==> src/ufd_pkg.sv <==
// Register map, field positions and timing of the endpoint housekeeping block
package ufd_pkg;
    // Register byte offsets
    localparam logic [3:0] UFD_OFF_FLUSH       = 4'h0;
    localparam logic [3:0] UFD_OFF_HALT        = 4'h4;
    localparam logic [3:0] UFD_OFF_DMA         = 4'h8;
    localparam logic [3:0] UFD_OFF_CTRL        = 4'hc;

    // fifo_flush_trigger fields
    localparam int UFD_FLUSH_BULK_IN_TWO_BIT   = 5;
    localparam int UFD_FLUSH_BULK_OUT_ONE_BIT  = 4;
    localparam int UFD_FLUSH_CONTROL_OUT_BIT   = 1;
    localparam int UFD_FLUSH_CONTROL_IN_BIT    = 0;

    // endpoint_stall_control fields
    localparam int UFD_HALT_WIDTH              = 4;
    localparam int UFD_HALT_ZERO_BIT           = 0;

    // endpoint_dma_request_enable fields
    localparam int UFD_DMA_BULK_OUT_ONE_BIT    = 0;
    localparam int UFD_DMA_BULK_IN_TWO_BIT     = 1;

    // Control word fields
    localparam int UFD_CTRL_AUTO_HALT_CLEAR_BIT = 1;

    // Reset values
    localparam logic [3:0] UFD_HALT_RESET      = 4'h0;
    localparam logic [1:0] UFD_DMA_RESET       = 2'h0;
    localparam logic       UFD_AUTO_RESET      = 1'b0;

    // Length of one internal FIFO clear, in cycles
    localparam int         UFD_FLUSH_CYCLES    = 3;
    localparam logic [1:0] UFD_FLUSH_LOAD      = 2'(UFD_FLUSH_CYCLES - 1);

    // AXI responses
    localparam logic [1:0] UFD_RESP_OKAY       = 2'h0;
    localparam logic [1:0] UFD_RESP_SLVERR     = 2'h2;

    // Which flush timers exist, indexed by trigger order
    localparam int UFD_NUM_FLUSH               = 4;
endpackage : ufd_pkg

==> src/ufd_flush_timer.sv <==
// One-shot FIFO clear sequencer: a start gives one clear pulse and a busy window
`timescale 1ns/1ps
module ufd_flush_timer
    import ufd_pkg::*;
(
    // Clock and reset
    input  wire logic aclk,
    input  wire logic aresetn,
    // Trigger
    input  wire logic start,
    // Results
    output logic      flush_pulse,
    output logic      busy
);
    logic [1:0] remaining;

    always_ff @(posedge aclk) begin
        if (!aresetn) begin
            flush_pulse <= 1'b0;
        end else begin
            flush_pulse <= start;
        end
    end

    // A new start during a clear simply restarts the window
    always_ff @(posedge aclk) begin
        if (!aresetn) begin
            busy      <= 1'b0;
            remaining <= 2'h0;
        end else if (start) begin
            busy      <= 1'b1;
            remaining <= UFD_FLUSH_LOAD;
        end else if (remaining != 2'h0) begin
            remaining <= remaining - 2'h1;
        end else begin
            busy      <= 1'b0;
        end
    end
endmodule : ufd_flush_timer

==> src/ufd_dma_request.sv <==
// DMA request generation for the bulk OUT one and bulk IN two data registers
`timescale 1ns/1ps
module ufd_dma_request
    import ufd_pkg::*;
(
    // Clock and reset
    input  wire logic       aclk,
    input  wire logic       aresetn,
    // Enables from software
    input  wire logic [1:0] dma_enable,
    // FIFO side state
    input  wire logic [1:0] bulk_out_one_side_valid,
    input  wire logic [1:0] bulk_in_two_side_full,
    // Requests to the dma_controller
    output logic            dma_req_bulk_out_one,
    output logic            dma_req_bulk_in_two
);
    always_ff @(posedge aclk) begin
        if (!aresetn) begin
            dma_req_bulk_out_one <= 1'b0;
            dma_req_bulk_in_two  <= 1'b0;
        end else begin
            dma_req_bulk_out_one <= dma_enable[UFD_DMA_BULK_OUT_ONE_BIT]
                                    && (|bulk_out_one_side_valid);
            dma_req_bulk_in_two  <= dma_enable[UFD_DMA_BULK_IN_TWO_BIT]
                                    && !(&bulk_in_two_side_full);
        end
    end
endmodule : ufd_dma_request

==> src/ufd_endpoint_housekeeping.sv <==
// Endpoint flush, halt and DMA request control behind an AXI4-Lite slave
//
// The AXI4-Lite register port and the placing of the registers were left to the implementer.
`timescale 1ns/1ps
// How it works
// - Writing 1 to flush bit 5 clears the bulk IN two FIFO.
// - Bit 5 reads busy during that clear, then drops by itself.
// - Writing 1 to flush bit 4 clears the bulk OUT one FIFO.
// - Writing 1 to flush bit 1 clears the control OUT FIFO.
// - Writing 1 to flush bit 0 clears the control IN FIFO.
// - Bit 0 reads busy during that clear; software waits four cycles after.
// - A set halt bit makes the endpoint answer STALL from the next transfer.
// - Halt bits 3..0 for endpoints three..zero, reset 0, upper bits zero.
// - A decoded 8-byte control request clears the endpoint zero halt.
// - Writing 1 to halt bit 0 is ignored while setup flag is set.
// - With auto clear enabled, a returned STALL clears that halt bit.
// - Bulk OUT one requests DMA while any side holds received data.
// - Bulk IN two requests DMA while any side is not full.
// - DMA requests serve endpoint one and two data registers only.
// - A flush leaves the endpoint interrupt flag untouched.
// - Flush of endpoint two clears both sides; endpoint one selected side.
module ufd_endpoint_housekeeping
    import ufd_pkg::*;
(
    // Clock and reset
    input  wire logic        aclk,
    input  wire logic        aresetn,
    // AXI4-Lite write address
    input  wire logic        s_axi_awvalid,
    output logic             s_axi_awready,
    input  wire logic [31:0] s_axi_awaddr,
    input  wire logic [2:0]  s_axi_awprot,
    // AXI4-Lite write data
    input  wire logic        s_axi_wvalid,
    output logic             s_axi_wready,
    input  wire logic [31:0] s_axi_wdata,
    input  wire logic [3:0]  s_axi_wstrb,
    // AXI4-Lite write response
    output logic             s_axi_bvalid,
    input  wire logic        s_axi_bready,
    output logic [1:0]       s_axi_bresp,
    // AXI4-Lite read address
    input  wire logic        s_axi_arvalid,
    output logic             s_axi_arready,
    input  wire logic [31:0] s_axi_araddr,
    input  wire logic [2:0]  s_axi_arprot,
    // AXI4-Lite read data
    output logic             s_axi_rvalid,
    input  wire logic        s_axi_rready,
    output logic [31:0]      s_axi_rdata,
    output logic [1:0]       s_axi_rresp,
    // USB protocol engine side
    input  wire logic        setup_received_flag,
    input  wire logic        setup_request_decoded,
    input  wire logic [3:0]  stall_returned,
    output logic [3:0]       endpoint_halt_bits,
    // FIFO clear strobes to the endpoint FIFOs
    output logic             control_in_flush,
    output logic             control_out_flush,
    output logic             bulk_out_one_flush,
    output logic             bulk_in_two_flush,
    output logic             control_in_flush_busy,
    output logic             bulk_in_two_flush_busy,
    // FIFO side state for DMA
    input  wire logic [1:0]  bulk_out_one_side_valid,
    input  wire logic [1:0]  bulk_in_two_side_full,
    // Requests to the dma_controller
    output logic             dma_req_bulk_out_one,
    output logic             dma_req_bulk_in_two
);
    logic        aw_held;
    logic        w_held;
    logic [3:0]  aw_addr;
    logic [31:0] w_data;
    logic [3:0]  w_strb;
    logic        wr_fire;
    logic        wr_low;
    logic [3:0]  flush_start;
    logic [3:0]  flush_pulse;
    logic [3:0]  flush_busy;
    logic [3:0]  next_halt;
    logic [1:0]  endpoint_dma_request_enable;
    logic        auto_halt_clear_enable;
    logic [3:0]  rd_addr;
    logic        hwr_halt;

    function automatic logic known_offset(input logic [3:0] off);
        known_offset = (off == UFD_OFF_FLUSH) || (off == UFD_OFF_HALT)
                    || (off == UFD_OFF_DMA)   || (off == UFD_OFF_CTRL);
    endfunction : known_offset

    // Address and data may arrive in either order; each is held until both are in
    always_ff @(posedge aclk) begin
        if (!aresetn) begin
            aw_held <= 1'b0;
            aw_addr <= 4'h0;
        end else if (s_axi_awvalid && s_axi_awready) begin
            aw_held <= 1'b1;
            aw_addr <= {s_axi_awaddr[3:2], 2'b00};
        end else if (wr_fire) begin
            aw_held <= 1'b0;
        end
    end

    always_ff @(posedge aclk) begin
        if (!aresetn) begin
            w_held <= 1'b0;
            w_data <= 32'h0000_0000;
            w_strb <= 4'h0;
        end else if (s_axi_wvalid && s_axi_wready) begin
            w_held <= 1'b1;
            w_data <= s_axi_wdata;
            w_strb <= s_axi_wstrb;
        end else if (wr_fire) begin
            w_held <= 1'b0;
        end
    end

    assign wr_fire = aw_held && w_held && !s_axi_bvalid;
    // All fields sit in byte lane 0
    assign wr_low  = wr_fire && w_strb[0];
    assign hwr_halt = wr_low && (aw_addr == UFD_OFF_HALT);

    always_ff @(posedge aclk) begin
        if (!aresetn) begin
            s_axi_awready <= 1'b0;
            s_axi_wready  <= 1'b0;
        end else begin
            s_axi_awready <= !aw_held && !(s_axi_awvalid && s_axi_awready);
            s_axi_wready  <= !w_held && !(s_axi_wvalid && s_axi_wready);
        end
    end

    always_ff @(posedge aclk) begin
        if (!aresetn) begin
            s_axi_bvalid <= 1'b0;
            s_axi_bresp  <= UFD_RESP_OKAY;
        end else if (wr_fire) begin
            s_axi_bvalid <= 1'b1;
            s_axi_bresp  <= known_offset(aw_addr) ? UFD_RESP_OKAY : UFD_RESP_SLVERR;
        end else if (s_axi_bready) begin
            s_axi_bvalid <= 1'b0;
        end
    end

    // One-shot triggers: nothing is stored but the running clear itself
    always_comb begin
        flush_start = 4'h0;
        if (wr_low && (aw_addr == UFD_OFF_FLUSH)) begin
            flush_start[0] = w_data[UFD_FLUSH_CONTROL_IN_BIT];
            flush_start[1] = w_data[UFD_FLUSH_CONTROL_OUT_BIT];
            flush_start[2] = w_data[UFD_FLUSH_BULK_OUT_ONE_BIT];
            flush_start[3] = w_data[UFD_FLUSH_BULK_IN_TWO_BIT];
        end
    end

    for (genvar i = 0; i < UFD_NUM_FLUSH; i++) begin : g_flush
        ufd_flush_timer u_timer (
            .aclk        (aclk),
            .aresetn     (aresetn),
            .start       (flush_start[i]),
            .flush_pulse (flush_pulse[i]),
            .busy        (flush_busy[i])
        );
    end

    // Strobes go to the FIFOs only; interrupt flags live elsewhere and are untouched
    // Bulk IN two FIFO clears both sides on its strobe, bulk OUT one only its selected side
    assign control_in_flush       = flush_pulse[0];
    assign control_out_flush      = flush_pulse[1];
    assign bulk_out_one_flush     = flush_pulse[2];
    assign bulk_in_two_flush      = flush_pulse[3];
    assign control_in_flush_busy  = flush_busy[0];
    assign bulk_in_two_flush_busy = flush_busy[3];

    // Hardware clears first; a software write in the same cycle has the last word, except a 1 to bit 0 while setup_received_flag is set
    always_comb begin
        next_halt = endpoint_halt_bits;
        if (setup_request_decoded) begin
            next_halt[UFD_HALT_ZERO_BIT] = 1'b0;
        end
        if (auto_halt_clear_enable) begin
            next_halt = next_halt & ~stall_returned;
        end
        if (hwr_halt) begin
            next_halt[3:1] = w_data[3:1];
            if (!(w_data[UFD_HALT_ZERO_BIT] && setup_received_flag)) begin
                next_halt[UFD_HALT_ZERO_BIT] = w_data[UFD_HALT_ZERO_BIT];
            end
        end
    end

    always_ff @(posedge aclk) begin
        if (!aresetn) begin
            endpoint_halt_bits <= UFD_HALT_RESET;
        end else begin
            endpoint_halt_bits <= next_halt;
        end
    end

    always_ff @(posedge aclk) begin
        if (!aresetn) begin
            endpoint_dma_request_enable <= UFD_DMA_RESET;
            auto_halt_clear_enable      <= UFD_AUTO_RESET;
        end else if (wr_low) begin
            if (aw_addr == UFD_OFF_DMA) begin
                endpoint_dma_request_enable <= w_data[1:0];
            end
            if (aw_addr == UFD_OFF_CTRL) begin
                auto_halt_clear_enable <= w_data[UFD_CTRL_AUTO_HALT_CLEAR_BIT];
            end
        end
    end

    // Only the endpoint one and two data registers have a DMA path
    ufd_dma_request u_dma (
        .aclk                    (aclk),
        .aresetn                 (aresetn),
        .dma_enable              (endpoint_dma_request_enable),
        .bulk_out_one_side_valid (bulk_out_one_side_valid),
        .bulk_in_two_side_full   (bulk_in_two_side_full),
        .dma_req_bulk_out_one    (dma_req_bulk_out_one),
        .dma_req_bulk_in_two     (dma_req_bulk_in_two)
    );

    // Read channel: one read in flight, data one cycle after the address is taken
    always_ff @(posedge aclk) begin
        if (!aresetn) begin
            s_axi_arready <= 1'b0;
        end else begin
            s_axi_arready <= !s_axi_rvalid && !(s_axi_arvalid && s_axi_arready);
        end
    end

    always_ff @(posedge aclk) begin
        if (!aresetn) begin
            s_axi_rvalid <= 1'b0;
            s_axi_rdata  <= 32'h0000_0000;
            s_axi_rresp  <= UFD_RESP_OKAY;
            rd_addr      <= 4'h0;
        end else if (s_axi_arvalid && s_axi_arready) begin
            s_axi_rvalid <= 1'b1;
            rd_addr      <= {s_axi_araddr[3:2], 2'b00};
            s_axi_rresp  <= known_offset({s_axi_araddr[3:2], 2'b00})
                            ? UFD_RESP_OKAY : UFD_RESP_SLVERR;
            s_axi_rdata  <= 32'h0000_0000;
            case ({s_axi_araddr[3:2], 2'b00})
                UFD_OFF_FLUSH: begin
                    s_axi_rdata[UFD_FLUSH_BULK_IN_TWO_BIT] <= flush_busy[3];
                    s_axi_rdata[UFD_FLUSH_CONTROL_IN_BIT]  <= flush_busy[0];
                end
                UFD_OFF_HALT: begin
                    s_axi_rdata[3:0] <= endpoint_halt_bits;
                end
                UFD_OFF_DMA: begin
                    s_axi_rdata[1:0] <= endpoint_dma_request_enable;
                end
                UFD_OFF_CTRL: begin
                    s_axi_rdata[UFD_CTRL_AUTO_HALT_CLEAR_BIT] <= auto_halt_clear_enable;
                end
                default: begin
                    s_axi_rdata <= 32'h0000_0000;
                end
            endcase
        end else if (s_axi_rready) begin
            s_axi_rvalid <= 1'b0;
        end
    end

    // Checks
    localparam int FLUSH_SPAN = UFD_FLUSH_CYCLES + 1;

    logic wr_flush;
    assign wr_flush = wr_low && (aw_addr == UFD_OFF_FLUSH);
endmodule : ufd_endpoint_housekeeping

==> config.mk <==
export PLATFORM = sky130hd
export DESIGN_NAME = ufd_endpoint_housekeeping
export DESIGN_NICKNAME = d
export VERILOG_FILES = /design/src/ufd_pkg.sv /design/src/ufd_flush_timer.sv /design/src/ufd_dma_request.sv /design/src/ufd_endpoint_housekeeping.sv
export SDC_FILE = /design/constraint.sdc
export NUM_CORES = 1
export LEC_CHECK = 0
export BUFFER_PORTS_ARGS = -buffer_cell sky130_fd_sc_hd__buf_2
export CAP_MARGIN = 10
export CORE_MARGIN = 2
export CORE_UTILIZATION = 37
export CTS_BUF_LIST = sky130_fd_sc_hd__clkbuf_8
export CTS_CLUSTER_SIZE = 40
export DETAILED_ROUTE_END_ITERATION = 16
export PLACE_DENSITY_LB_ADDON = 0.2
export SETUP_SLACK_MARGIN = 0.3
export SYNTH_ARGS = -nofsm -noshare
export SYNTH_HDL_FRONTEND = slang
export SYNTH_SLANG_ARGS = --single-unit
export TNS_END_PERCENT = 20
==> constraint.sdc <==
create_clock -name aclk -period 1.8 [get_ports aclk]
set_clock_uncertainty 0.1 [all_clocks]
set_input_delay 0.18 -clock aclk [delete_from_list [all_inputs] [get_ports aclk]]
set_output_delay 0.18 -clock aclk [all_outputs]
set_load 0.02 [all_outputs]
==> results.json <==
{
  "status": "finished clean",
  "powerDensity_nw_per_um2": 875,
  "crit_path_start_kind": "flip-flop",
  "leakage_uw": 0.000967,
  "worstPathCellList": "nand3b_1 > or4_1 > a21boi_1",
  "wire_per_inst_um": 11.1,
  "worstSkewPairLatency_ns": 0.30,
  "die_x_um": 73.7,
  "avgSynthCellArea_um2": 9.02,
  "die_h_um": 73.7,
  "initial_core_util_pct": 38.3,
  "async_flop_share_pct": 0,
  "multi_input_comb_area_um2": 820,
  "post-route-cell-area_um2": 2160,
  "antenna_found_initial": 0,
  "cts.path.max_buffers": 2,
  "overflow": 0,
  "post-route-util_pct": 46.1,
  "synth_cell_types": 33,
  "postPlaceCellArea_um2": 2010,
  "register_area_um2": 841,
  "area_growth_pct": 20.5,
  "cts_sinks": 42,
  "path_class": "reg2reg",
  "drt_pass1_iterations": 4,
  "grt_pass1_wl_um": 5300,
  "crit_fanout": 7,
  "clk_pin_slew_worst_paths_ns": 0.08,
  "yosysWarnings": 0,
  "nFillCells": 476,
  "num_rows": 25,
  "cts_tree": "done",
  "grt_max_degree": 24,
  "critPathCaptureType": "flip-flop",
  "cts-htree-levels": 2,
  "routabilityCongestion": 0.690,
  "antenna_left": 0,
  "drc": 0,
  "synth.area.top_cells": "dfxtp_1 47%, buf_4 12%, a21boi_0 6.7%",
  "cp.buffers_inverters": 0,
  "critPathSlowestCell": "or4_1",
  "diodes": 0,
  "min_period_over_period_pct": 79.2,
  "hold_class": "in2reg",
  "port_buffers": 51,
  "rsz0062_at_grt": "true",
  "cap_violations": 0,
  "final_nets": 380,
  "io_pins": 176,
  "fmaxAchievable_ghz": 0.701,
  "place_hpwl_um": 2580,
  "synth-seq-cells": 42,
  "cpPeakStageDelay_ns": 0.53,
  "netlist.area_leader.share_pct": 46.8,
  "irDropWorstVdd_mv": 0.357,
  "wl_um": 3460,
  "drt_iter0_markers": 31,
  "post-cts-setup-buffers": 0,
  "worstPathRequired_ns": 1.93,
  "track_usage_pct": 12.9,
  "setup_violations": 0,
  "vias_per_cell": 4.54,
  "synth_flop_cell": "dfxtp_1",
  "ys_seq_area_share_pct": 46.8,
  "cts_buffers": 5,
  "layout-drive-gt1-share_pct": 25.6,
  "synth_edf_count": 0,
  "cts_root_buf": "clkbuf_8",
  "period_needed_ns": 1.43,
  "final_common_cell": "buf_2",
  "critPathTopFamily": "simple AND/OR/NAND/NOR gates",
  "syn_area_um2": 1800,
  "vias": 1416,
  "layout_common_cells": "51 x buf_2, 42 x dfxtp_1, 31 x nand2_1",
  "drv_slew": 0,
  "core_area_um2": 4690,
  "dieArea_um2": 5430,
  "synth_cells": 199,
  "synth_top_cell_by_area": "dfxtp_1",
  "setup_tns_ns": 0,
  "finalHoldViolations": 0,
  "grt_pass1_vias": 1176,
  "arrival_ns": 1.55
}
[cell usage after synthesis, types with 2 or more instances]
cell / instances
mux2i_1: 7
buf_4: 29
nor3_1: 2
nand2_1: 31
a22oi_1: 2
and4b_1: 2
nor2_1: 6
nor2b_1: 2
a21boi_0: 16
and2_1: 2
nand2b_1: 2
a21boi_1: 2
clkbuf_1: 6
o21ai_0: 6
nand3b_1: 3
a21oi_1: 3
and3_1: 6
inv_1: 2
nand3_1: 15
dfxtp_1: 42
[report_power, final]
part           total [uW]  switching, uW  internal (uW)
Clock                 734            325            408
Sequential            972           20.1            952
Combinational         186            124           62.3
Total                1890            470           1420
[path summary, 6_finish.rpt]
| check | start | to | slack (ns) | cells past startpoint |
|---|---|---|---|---|
| worst min-delay path | s_axi_wdata[4] | w_data[4] | 0.03 | 3 |
| worst max register to register | s_axi_bvalid | g_flush[0].u_timer.remaining[1] | 0.37 | 3 |
| worst min register to register | s_axi_rvalid | s_axi_arready | 0.33 | 1 |
| worst max-delay path | s_axi_bvalid | g_flush[0].u_timer.remaining[1] | 0.37 | 3 |
[kinds of logic (layout without fill, tap and decap cells)]
kind of cell	after synthesis	count (layout)	synth area share (%)
AND/OR/NAND/NOR	79	79	22.5
flip-flops	42	42	46.8
AO/OA/AOI/OAI	32	32	12.1
other	1	29	0.209
buffers and inverters	37	68	13.8
multiplexers	8	8	4.53
[tightest hold or removal path: cells and delay by family]
family / cells / cell delay (ns)
buf+inv: 1 / 0.09
simple gates: 1 / 0.05
compound gates: 1 / 0.06
[routing by layer]
metal	wire length (um)	share of wire, %	vias to the layer above	track usage [%]
met4	58	1.7	0	6.06
li1	-	-	746	-
met2	1510	44	55	19.4
met1	1660	48	609	16.6
met5	0	0	-	0
met3	229	6.6	6	4.25
[metrics by stage]
stage	hold WS [ns]	power (uW)	worst slack, ns	std cells
2_1_floorplan	0.169	1160	0.406	227
3_5_place_dp	0.258	1180	0.316	300
5_1_grt	0.0303	1980	0.286	312
4_1_cts	0.0256	1920	0.358	312
6_report	0.0330	1890	0.374	312
3_3_place_gp	0.256	1170	0.322	300
[cell type report]
class / count / area share [%]
Sequential cell: 42 / 38.9
Multi-Input combinational cell: 148 / 37.9
Timing Repair Buffer: 58 / 14.7
Clock buffer: 5 / 3.18
Tap cell: 54 / 3.12
Clock inverter: 3 / 1.91
Inverter: 2 / 0.347
[sequential cells by signal, indices dropped and copies added, names as in the netlist, 2 cells and up]
name / cells
endpoint_dma_request_enable: 2
endpoint_halt_bits: 4
aw_addr: 2
s_axi_rdata: 5
g_flush.u_timer.busy: 2
w_data: 6
g_flush.u_timer.remaining: 4
g_flush.u_timer.flush_pulse: 4
[timing repair]
| item | 4_1_cts | 5_1_grt |
|---|---|---|
| hold buffers | 4 | 0 |
| gates resized for setup | 1 | 1 |
| hold endpoints to repair | 2 | 0 |
| pin swaps | 0 | 0 |
| setup endpoints to repair | 2 | 5 |
No activity file was read; power rests on OpenSTA's default activity.
